--- config.mk ---
export PLATFORM = sky130hd
export DESIGN_NAME = light_timing
export DESIGN_NICKNAME = d
export VERILOG_FILES = /design/src/logic/light_timing_pkg.sv /design/src/logic/light_timing.sv
export VERILOG_INCLUDE_DIRS = /design/src /design/src/logic
export SDC_FILE = /design/constraint.sdc
export NUM_CORES = 1
export LEC_CHECK = 0
export BUFFER_PORTS_ARGS = -buffer_cell sky130_fd_sc_hd__buf_2
export CORE_MARGIN = 2
export CORE_UTILIZATION = 40
export DETAILED_ROUTE_END_ITERATION = 7
export PLACE_DENSITY = 0.64
export SLEW_MARGIN = 20
export SYNTH_ARGS = -nofsm -noshare
export SYNTH_HDL_FRONTEND = slang
export SYNTH_SLANG_ARGS = --single-unit
--- constraint.sdc ---
create_clock -name ref_clk -period 3.09 [get_ports ref_clk]
set_clock_uncertainty 0.2 [all_clocks]
set_input_delay 0.1545 -clock ref_clk [delete_from_list [all_inputs] [get_ports ref_clk]]
set_output_delay 0.1545 -clock ref_clk [all_outputs]
set_load 0.005 [all_outputs]
--- src/logic/light_timing_defs.svh ---
// Register map, field positions, reset values and timing counts
`ifndef LIGHT_TIMING_DEFS_SVH
`define LIGHT_TIMING_DEFS_SVH

// ----------------------------------------
// Register offsets
// ----------------------------------------
`define OFS_FUNCTION_ENABLE    8'h80
`define OFS_INTEGRATION_LENGTH 8'h81
`define OFS_WAIT_LENGTH        8'h83
`define OFS_CONFIG_ZERO        8'h8D

// ----------------------------------------
// Fields and reset values
// ----------------------------------------
`define BIT_POWER_ON           0
`define BIT_MEASURE_ENABLE     1
`define BIT_WAIT_ENABLE        3
`define BIT_LONG_WAIT          2
`define RST_FUNCTION_ENABLE    8'h00
`define RST_INTEGRATION_LENGTH 8'h00
`define RST_WAIT_LENGTH        8'h00
`define RST_CONFIG_ZERO        8'h80

// ----------------------------------------
// Timing
// ----------------------------------------
`define OSC_DIVIDE             4'hB
`define STEP_TICKS             11'h7FF
`define LONG_WAIT_FACTOR       4'hC
`define FULL_SCALE_PER_STEP    19'h00400
`define FULL_SCALE_MAX         16'hFFFF

`endif

--- src/logic/light_timing_pkg.sv ---
// Types shared by the light sensor enable and timing block
package light_timing_pkg;

  typedef enum logic [1:0] {
    st_sleep     = 2'b00,
    st_idle      = 2'b01,
    st_integrate = 2'b10,
    st_wait      = 2'b11
  } phase_type;

  typedef struct packed {
    logic       write;
    logic       read;
    logic [7:0] addr;
    logic [7:0] wdata;
  } reg_req_type;

endpackage

--- src/logic/light_timing.sv ---
// Power, enable and integration/wait timing of an ambient light sensor
`timescale 1ns/1ps
`include "light_timing_defs.svh"

module light_timing
  import light_timing_pkg::*;
(
  input  wire logic        ref_clk,
  input  wire logic        reset,
  input  wire reg_req_type reg_req,
  output logic [7:0]       reg_rdata,
  output logic             osc_enable,
  output logic             converter_enable,
  output logic             integrating,
  output logic             integration_done,
  output logic [15:0]      full_scale,
  output logic [1:0]       phase
);

  // ----------------------------------------
  // Helpers
  // ----------------------------------------
  // One-hot select of the four stored registers; unmapped offsets give zero
  function automatic logic [3:0] reg_sel(input logic [7:0] addr);
    case (addr)
      `OFS_FUNCTION_ENABLE:    reg_sel = 4'h1;
      `OFS_INTEGRATION_LENGTH: reg_sel = 4'h2;
      `OFS_WAIT_LENGTH:        reg_sel = 4'h4;
      `OFS_CONFIG_ZERO:        reg_sel = 4'h8;
      default:                 reg_sel = 4'h0;
    endcase
  endfunction

  // Both timed phases share the step divider and the down counter
  function automatic logic is_timed(input phase_type p);
    is_timed = (p == st_integrate) || (p == st_wait);
  endfunction

  // Full scale is one count short of a whole number of 1024 blocks.
  // The product is kept wide enough for 256 steps so that it cannot wrap
  // back below the saturation limit.
  function automatic logic [15:0] scale_of(input logic [7:0] len);
    logic [18:0] prod;
    prod = ({11'h000, len} + 19'h00001) * `FULL_SCALE_PER_STEP
           - 19'h00001;
    scale_of = (prod > {3'h0, `FULL_SCALE_MAX}) ? `FULL_SCALE_MAX
                                                 : prod[15:0];
  endfunction

  // ----------------------------------------
  // Registers
  // ----------------------------------------
  logic [7:0] function_enable_r;
  logic [7:0] integration_length_r;
  logic [7:0] wait_length_r;
  logic [7:0] config_zero_r;
  logic [3:0] wr_sel;
  logic [3:0] rd_sel;

  assign wr_sel = reg_req.write ? reg_sel(reg_req.addr) : 4'h0;
  assign rd_sel = reg_sel(reg_req.addr);

  // Every bit is stored as written, reserved ones included, so a read
  // returns what the host last wrote
  always_ff @(posedge ref_clk) begin
    if (reset) begin
      function_enable_r <= `RST_FUNCTION_ENABLE;
    end else if (wr_sel[0]) begin
      function_enable_r <= reg_req.wdata;
    end
  end

  always_ff @(posedge ref_clk) begin
    if (reset) begin
      integration_length_r <= `RST_INTEGRATION_LENGTH;
    end else if (wr_sel[1]) begin
      integration_length_r <= reg_req.wdata;
    end
  end

  always_ff @(posedge ref_clk) begin
    if (reset) begin
      wait_length_r <= `RST_WAIT_LENGTH;
    end else if (wr_sel[2]) begin
      wait_length_r <= reg_req.wdata;
    end
  end

  // Only the long-wait bit acts; the reserved bits are merely kept
  always_ff @(posedge ref_clk) begin
    if (reset) begin
      config_zero_r <= `RST_CONFIG_ZERO;
    end else if (wr_sel[3]) begin
      config_zero_r <= reg_req.wdata;
    end
  end

  // Read data stands until the next read strobe
  always_ff @(posedge ref_clk) begin
    if (reset) begin
      reg_rdata <= 8'h00;
    end else if (reg_req.read) begin
      case (rd_sel)
        4'h1:    reg_rdata <= function_enable_r;
        4'h2:    reg_rdata <= integration_length_r;
        4'h4:    reg_rdata <= wait_length_r;
        4'h8:    reg_rdata <= config_zero_r;
        default: reg_rdata <= 8'h00;
      endcase
    end
  end

  // ----------------------------------------
  // Enable decode
  // ----------------------------------------
  // Register changes act at once; a host that changes lengths while
  // measuring gets them on the next phase load
  logic power_on_bit;
  logic light_measure_enable;
  logic wait_enable;
  logic long_wait_multiplier;

  assign power_on_bit         = function_enable_r[`BIT_POWER_ON];
  assign light_measure_enable = function_enable_r[`BIT_MEASURE_ENABLE];
  assign wait_enable          = function_enable_r[`BIT_WAIT_ENABLE];
  assign long_wait_multiplier = config_zero_r[`BIT_LONG_WAIT];

  // ----------------------------------------
  // Phase sequencer
  // ----------------------------------------
  // Sleep, idle, then integrate and wait in turn while measuring is on
  phase_type  state_r;
  phase_type  state_nxt;
  logic       step_tick;
  logic       step_end;
  logic [7:0] step_cnt_r;
  logic [3:0] long_cnt_r;
  logic       long_wrap;
  logic       integ_last;
  logic       wait_last;

  // A wait step only counts down once all its long-wait ticks are spent
  assign long_wrap  = !long_wait_multiplier ||
                      (long_cnt_r == `LONG_WAIT_FACTOR - 4'h1);
  // Integration ends on the step that finishes with the counter at zero
  assign integ_last = step_tick && (step_cnt_r == 8'h00);
  assign wait_last  = step_tick && (step_cnt_r == 8'h00) && long_wrap;
  assign step_end   = (state_r == st_integrate) ? integ_last : wait_last;

  // Power and enable are applied after the case so they win over a step end
  always_comb begin
    state_nxt = state_r;
    case (state_r)
      st_sleep: begin
        if (power_on_bit) state_nxt = st_idle;
      end
      st_idle: begin
        if (light_measure_enable) state_nxt = st_integrate;
      end
      st_integrate: begin
        if (step_end) state_nxt = wait_enable ? st_wait : st_integrate;
      end
      st_wait: begin
        if (step_end) state_nxt = st_integrate;
      end
      default: begin
        state_nxt = st_sleep;
      end
    endcase
    if (!power_on_bit) begin
      state_nxt = st_sleep;
    end else if (!light_measure_enable && state_r != st_sleep) begin
      state_nxt = st_idle;
    end
  end

  always_ff @(posedge ref_clk) begin
    if (reset) begin
      state_r <= st_sleep;
    end else begin
      state_r <= state_nxt;
    end
  end

  // ----------------------------------------
  // Integration clock and step divider
  // ----------------------------------------
  // Divider only runs in a timed phase so sleep and idle draw no toggles.
  // A phase change restarts both counters, so every phase is made of
  // whole steps of eleven times 2048 clocks.
  logic [3:0]  osc_div_r;
  logic [10:0] tick_cnt_r;
  logic        integ_clk_en;
  logic        running;

  assign running      = is_timed(state_r);
  assign integ_clk_en = (osc_div_r == `OSC_DIVIDE - 4'h1);
  assign step_tick    = integ_clk_en && (tick_cnt_r == `STEP_TICKS);

  always_ff @(posedge ref_clk) begin
    if (reset || !running || state_nxt != state_r) begin
      osc_div_r <= 4'h0;
    end else if (integ_clk_en) begin
      osc_div_r <= 4'h0;
    end else begin
      osc_div_r <= osc_div_r + 4'h1;
    end
  end

  // Wraps by itself at the end of a step, ready for the next one
  always_ff @(posedge ref_clk) begin
    if (reset || !running || state_nxt != state_r) begin
      tick_cnt_r <= 11'h000;
    end else if (integ_clk_en) begin
      tick_cnt_r <= tick_cnt_r + 11'h001;
    end
  end

  // ----------------------------------------
  // Step down counters
  // ----------------------------------------
  // Loaded on entry to each phase, back-to-back integrations included.
  // Long-wait steps take twelve step ticks for one decrement.
  logic phase_load;
  logic step_dec;

  assign phase_load = (state_nxt != state_r) || (running && step_end);
  assign step_dec   = step_tick &&
                      ((state_r == st_integrate) ||
                       (state_r == st_wait && long_wrap));

  always_ff @(posedge ref_clk) begin
    if (reset) begin
      step_cnt_r <= 8'h00;
    end else if (phase_load) begin
      step_cnt_r <= (state_nxt == st_wait) ? wait_length_r
                                           : integration_length_r;
    end else if (step_dec) begin
      step_cnt_r <= step_cnt_r - 8'h01;
    end
  end

  always_ff @(posedge ref_clk) begin
    if (reset || phase_load) begin
      long_cnt_r <= 4'h0;
    end else if (state_r == st_wait && step_tick) begin
      if (long_wrap) begin
        long_cnt_r <= 4'h0;
      end else begin
        long_cnt_r <= long_cnt_r + 4'h1;
      end
    end
  end

  // ----------------------------------------
  // Outputs
  // ----------------------------------------
  // Oscillator and converters follow the power bit
  always_ff @(posedge ref_clk) begin
    if (reset) begin
      osc_enable       <= 1'b0;
      converter_enable <= 1'b0;
    end else begin
      osc_enable       <= power_on_bit;
      converter_enable <= power_on_bit;
    end
  end

  // Built from the next state so they line up with state_r
  always_ff @(posedge ref_clk) begin
    if (reset) begin
      integrating <= 1'b0;
      phase       <= 2'b00;
    end else begin
      integrating <= (state_nxt == st_integrate);
      phase       <= state_nxt;
    end
  end

  // One pulse on the edge that leaves the last integration step
  always_ff @(posedge ref_clk) begin
    if (reset) begin
      integration_done <= 1'b0;
    end else begin
      integration_done <= (state_r == st_integrate) && step_end;
    end
  end

  // A new length shows here two edges after its write
  always_ff @(posedge ref_clk) begin
    if (reset) begin
      full_scale <= 16'h0000;
    end else begin
      full_scale <= scale_of(integration_length_r);
    end
  end

endmodule

# Word level (Yosys, flattened, before mapping)
# Cells that the tools add are included.
dict set report op_classes {
  add_sub_neg 6
  magnitude_cmp 1
  eq_ne 17
  mux 16
  reduce_logical 24
}
# operator count
set ops {}
lappend ops {{$eq 8x8->1 const B} 4}
lappend ops {{$pmux 8 s4} 1}
lappend ops {{$mux 8} 3}
lappend ops {{$gt 19x16->1 const B} 1}
lappend ops {{$sub 19x1->19 const B} 1}
lappend ops {{$mux 16} 1}
lappend ops {{$pmux 4 s4} 1}
lappend ops {{$eq 4x4->1 const B} 3}
lappend ops {{$add 11x1->11 const B} 1}
lappend ops {{$eq 11x11->1 const B} 1}
lappend ops {{$mux 2} 5}
lappend ops {{$add 8x1->9 const B} 1}
lappend ops {{$logic_and 1x1->1} 9}
lappend ops {{$add 4x1->4 const B} 2}
lappend ops {{$eq 2x2->1 const B} 4}
lappend ops {{$logic_not 8->1} 1}
lappend ops {{$mux 4} 2}
lappend ops {{$pmux 2 s4} 1}
lappend ops {{$sub 8x1->8 const B} 1}
lappend ops {{$logic_or 1x1->1} 7}
lappend ops {{$eq 4x1->1 const B} 1}
lappend ops {{$eq 4x2->1 const B} 1}
lappend ops {{$eq 4x3->1 const B} 1}
lappend ops {{$reduce_bool 2->1} 2}
lappend ops {{other kinds (6)} 9}
dict set report word_totals {
  ff_bits 88
  input_bits 20
  output_inout_bits 30
  wordCells 78
}

# Logic depth before layout (Yosys ltp)
dict set report logic_depth {
  depth_word 12
  depth_mapped 9
  depth_no_buf 8
}

# Worst setup path before layout
# Ideal clock, no wire load.
dict set report synth_timing {
  path_type {reg-to-reg}
  start {register osc_div_r[0]}
  end {register tick_cnt_r[6]}
  setup_time_ns 0.115
  t_arrival_ns 2.109
  required_time_ns 2.775
  setup_slack_ns 0.667
  stages_incl_launch_ff 10
  path_buffers 1
  period_less_slack_ns 2.423
  cell_sequence {dfxtp_1 inv_1 ha_1 nand3b_1 nor3_4 a41oi_1 or3_1 nand4_2 buf_4 nor2_1}
}
dict set report synth_between {
  elab_chain_cells 11
  elab_cells_between_ends 12
  cone_classes {2 x eq/ne; 6 x mux; 4 x reduce/logical}
}
# element line_no
set synth_rtl {}
lappend synth_rtl {{from (decl)} light_timing.sv:191} ;# logic [3:0] osc_div_r;
lappend synth_rtl {{from (signal assigned)} light_timing.sv:206} ;# osc_div_r <= osc_div_r + 4'h1;
lappend synth_rtl {{$eq 4x4->1 (*)} light_timing.sv:197} ;# assign integ_clk_en = (osc_div_r == `OSC_DIVIDE - 4'h1);
lappend synth_rtl {{$logic_and 1x1->1} light_timing.sv:198} ;# assign step_tick = integ_clk_en && (tick_cnt_r == `STEP_TICKS);
lappend synth_rtl {{$logic_and 1x1->1} {light_timing.sv:146, light_timing.sv:147}}
lappend synth_rtl {{$logic_and 1x1->1} light_timing.sv:147} ;# assign wait_last = step_tick && (step_cnt_r == 8'h00) && long_wrap;
lappend synth_rtl {{$mux 1} light_timing.sv:148} ;# assign step_end = (state_r == st_integrate) ? integ_last : wait_last;
lappend synth_rtl {{$mux 2 (on tied branches)} {light_timing.sv:164, light_timing.sv:161}}
lappend synth_rtl {{$pmux 2 s4} light_timing.sv:153} ;# case (state_r)
lappend synth_rtl {{$mux 2} light_timing.sv:172} ;# end else if (!light_measure_enable && state_r != st_sleep) begin
lappend synth_rtl {{$mux 2} light_timing.sv:170} ;# if (!power_on_bit) begin
lappend synth_rtl {{$ne 2x2->1} light_timing.sv:212} ;# if (reset || !running || state_nxt != state_r) begin
lappend synth_rtl {{$logic_or 1x1->1} light_timing.sv:212}
lappend synth_rtl {{to (signal assigned)} light_timing.sv:215} ;# tick_cnt_r <= tick_cnt_r + 11'h001;
lappend synth_rtl {{to (decl)} light_timing.sv:192} ;# logic [10:0] tick_cnt_r;
# Every way passes the cells marked *; elsewhere a longest branch is shown, timed or not.
# A chain may end at the register's enable or synchronous reset.

# Worst setup path after layout
dict set report layout_timing {
  start {register step_cnt_r[2]}
  end {register step_cnt_r[3]}
}
dict set report layout_between {
  elab_chain_cells 11
  elab_cells_between_ends 18
  cone_classes {1 x add/sub; 2 x eq/ne; 9 x mux; 6 x reduce/logical}
}
# element line_no
set layout_rtl {}
lappend layout_rtl {{from (decl)} light_timing.sv:136} ;# logic [7:0] step_cnt_r;
lappend layout_rtl {{from (signal assigned)} light_timing.sv:236} ;# step_cnt_r <= (state_nxt == st_wait) ? wait_length_r
lappend layout_rtl {{from (signal assigned)} light_timing.sv:239} ;# step_cnt_r <= step_cnt_r - 8'h01;
lappend layout_rtl {{$logic_not 8->1} {light_timing.sv:146, light_timing.sv:147}}
lappend layout_rtl {{$logic_and 1x1->1} {light_timing.sv:146, light_timing.sv:147}}
lappend layout_rtl {{$logic_and 1x1->1} light_timing.sv:147}
lappend layout_rtl {{$mux 1} light_timing.sv:148}
lappend layout_rtl {{$mux 2 (on tied branches)} {light_timing.sv:164, light_timing.sv:161}}
lappend layout_rtl {{$pmux 2 s4} light_timing.sv:153}
lappend layout_rtl {{$mux 2} light_timing.sv:172}
lappend layout_rtl {{$mux 2} light_timing.sv:170}
lappend layout_rtl {{$eq 2x2->1 or $ne 2x2->1 (tied branches)} {light_timing.sv:236, light_timing.sv:227}}
lappend layout_rtl {{$mux 8 or $logic_or 1x1->1 (tied branches)} {light_timing.sv:236, light_timing.sv:227}}
lappend layout_rtl {{$mux 8 or $reduce_bool 2->1 (tied branches)} -}
# Parallel ways exist; a longest one is shown, timed or not. The select of a mux whose other input is x is not followed.

==> results.yml <==
outcome:
  outcome: "finished clean"
grt:
  gr-total-overflow: 0
  grt_pass1_wl_mm: 16.06
  grt_max_degree: 46
  top_usage_layer: "met2"
  grt_use_met1: 0.2223
  grt_use_met3: 0.03681
  grt_pass1_vias: 3357
  antenna_found_initial: 0
  grt_use_met2: 0.3057
  grt_usage: 0.1772
clocking:
  clk_path_buf_depth: 2
  root_buffer: "clkbuf_8"
  clk_latency_ps: 340
  htreeDepth: 3
  cts_buffers: 9
  tritoncts: "yes"
  clk_pin_slew_ps: 90
  numClockSinks: 79
synthesis:
  yosysMostFrequentCell: "dfxtp_1"
  synth_seq_cells: 79
  yosys.area_share.adder: 0.02459
  synth-edff-count: 0
  synth_top_area_share: 0.3884
  synth_cell_types: 60
  synth.area.top_cells: "dfxtp_1 39%, nand3_1 5.3%, a21oi_1 4.7%"
  syn_area_sq_um: 4071
  synth_compound_area_frac: 0.1638
  synth-simple-area-share: 0.2714
  synth_warnings: 0
  synthMuxAreaShare: 0.04179
  synth_xor_area_frac: 0.05163
  synth_top_family_by_area: "simple AND/OR/NAND/NOR gates"
  ys_top_cells_by_count: "79 x dfxtp_1, 49 x nand2_1, 43 x nand3_1, 42 x nor2_1, 38 x a21oi_1"
  syn_nets: 514
  seq_area_frac_synth: 0.3884
  netlist_instances: 486
  ys.flop_type: "dfxtp_1"
  synth_top_cell_by_area: "dfxtp_1"
  syn_avg_cell_area_sq_um: 8.377
  synthArstFlopShare: 0
detailed_routing:
  vias: 3628
  detail-route-antenna-nets: 0
  drc: 0
  drt_iter0_markers: 155
  wirelength_mm: 9.496
  wl_per_cell_um: 14.32
  first_pass_iters: 5
  vias_per_cell: 5.472
placed_design:
  gp_congestion: 0.8694
  dp_cells: 638
  numPortBuffers: 49
  hpwl_mm: 6.824
  postPlaceCellArea_sq_um: 4358
sta:
  grt_setup_unrepaired: "no"
  finalSetupViolations: 0
  finalMaxSlewViolations: 0
  slew_headroom: 0.6119
  max_freq_mhz: 378.5
  period_needed_ps: 2642
  holdWs_ps: 19.19
  fin_tns_setup_ps: 0
  worst_slew_pin_slew_ps: 582.2
  finalCritPeriodShare: 0.8551
  final_hold_viol_count: 0
layout:
  fin_cells: 663
  fin_nets: 553
  drive_gt1_frac: 0.1698
  syn2layout_area_growth_pct: 14.87
  fill_cells: 986
  final_util: 0.4763
  n_antenna_cell: 0
  finalInstanceArea_sq_um: 4677
worst_setup_path:
  criticalPathCategory: "reg -> reg"
  crit_arrival_ps: 2700
  cp.required_ps: 3150
  cp_max_fo: 10
  start_kind: "flip-flop"
  cp-end-kind: "flip-flop"
min_path:
  min_path_type: "in -> reg"
floorplanning:
  die_w_um: 104.9
  die_h_um: 104.9
  ios: 50
  start_util: 0.4146
  rows: 36
  core_area_sq_um: 9819
  dieArea_sq_um: 11000
power_and_ir_drop:
  ir_worst_vdd_v: 0.0002278
  p_leak_nw: 1.754
  powerDensity_nw_per_um2: 419.0
run:
  drv_cap: 0
-- what timing repair did --
action,4_1_cts,5_1_grt
setup endpoints to repair,0,0
endpoints found under the hold margin,37,0
setup buffers,0,0
hold buffers,9,0
resized for setup,0,0
-- registers in the layout, summed over array words and instances (netlist names) --
register and count:
tick_cnt_r 11, phase 2, config_zero_r 8, converter_enable 1, integration_done 1, full_scale 7
osc_div_r 4, wait_length_r 8, integration_length_r 8, reg_rdata 8, integrating 1, long_cnt_r 4
step_cnt_r 8, function_enable_r 8
-- worst max-delay path: stages, from the launching register on --
cell,delay [ps]
dfxtp_1,340
or4_4,580
nor2_2,220
a41oi_1,220
o32ai_4,490
buf_4,250
nor2_1,60
a211oi_1,210
-- per-stage QoR --
| stage | total power, mW | worst slack (ps) |
|---|---|---|
| 2_1_floorplan | 1.081 | 666.7 |
| 3_3_place_gp | 1.107 | 524.5 |
| 3_5_place_dp | 1.107 | 455.4 |
| 4_1_cts | 1.984 | 434.0 |
| 5_1_grt | 2.029 | 277.9 |
| 6_report | 1.959 | 447.6 |
-- cell usage in the layout (no fill, tap or decap), drive strengths merged, types with 10 or more instances in the layout --
cell type and n:
mux2i 17, dfxtp 79, a22oi 16, a21oi 40, buf 60, nor2b 11, nand4 12, nor2 43
inv 10, nor3 10, nand3 43, nand2 49, xnor2 17
-- layout make-up --
cell class	instances	area (sq um)	area share
clock inverter	7	105.1	0.02247
sequential	79	1582	0.3381
inverter	8	30.03	0.006421
timing repair buffer	69	417.9	0.08935
clock buffer	9	123.9	0.02648
multi-input combinational	358	2252	0.4815
tap	133	166.4	0.03558
-- power by group --
group	internal, mW	total, mW	leakage (nW)	switching [mW]
clock network	0.466	0.868	0.112	0.402
registers	1.02	1.02	0.636	0.00222
logic	0.0288	0.0711	1.01	0.0423
total	1.51	1.96	1.75	0.446
-- cell families (layout without fill, tap and decap cells) --
group,Yosys count,in the layout
mux,17,17
xor+xnor,24,24
simple gates,209,209
compound gates,100,100
buf+inv,49,93
fa+ha+maj,8,8
flops,79,79
-- final timing paths --
check | startpoint | to | slack [ps] | cells after the start
worst max-delay path | step_cnt_r[2] | step_cnt_r[3] | 450 | 7
worst min-delay path | reg_req[16] | reg_rdata[7] | 20 | 4
worst max register to register | step_cnt_r[2] | step_cnt_r[3] | 450 | 7
worst min register to register | function_enable_r[7] | function_enable_r[7] | 260 | 2
-- per-layer routing --
layer / vias up / routed length [um] / part of all wire
met2: 114 / 4671 / 0.49
met4: 0 / 96 / 0.010
li1: 1809 / - / -
met3: 10 / 522 / 0.055
met1: 1695 / 4205 / 0.44
met5: - / 0 / 0
Power figures use the tool's default switching activity.
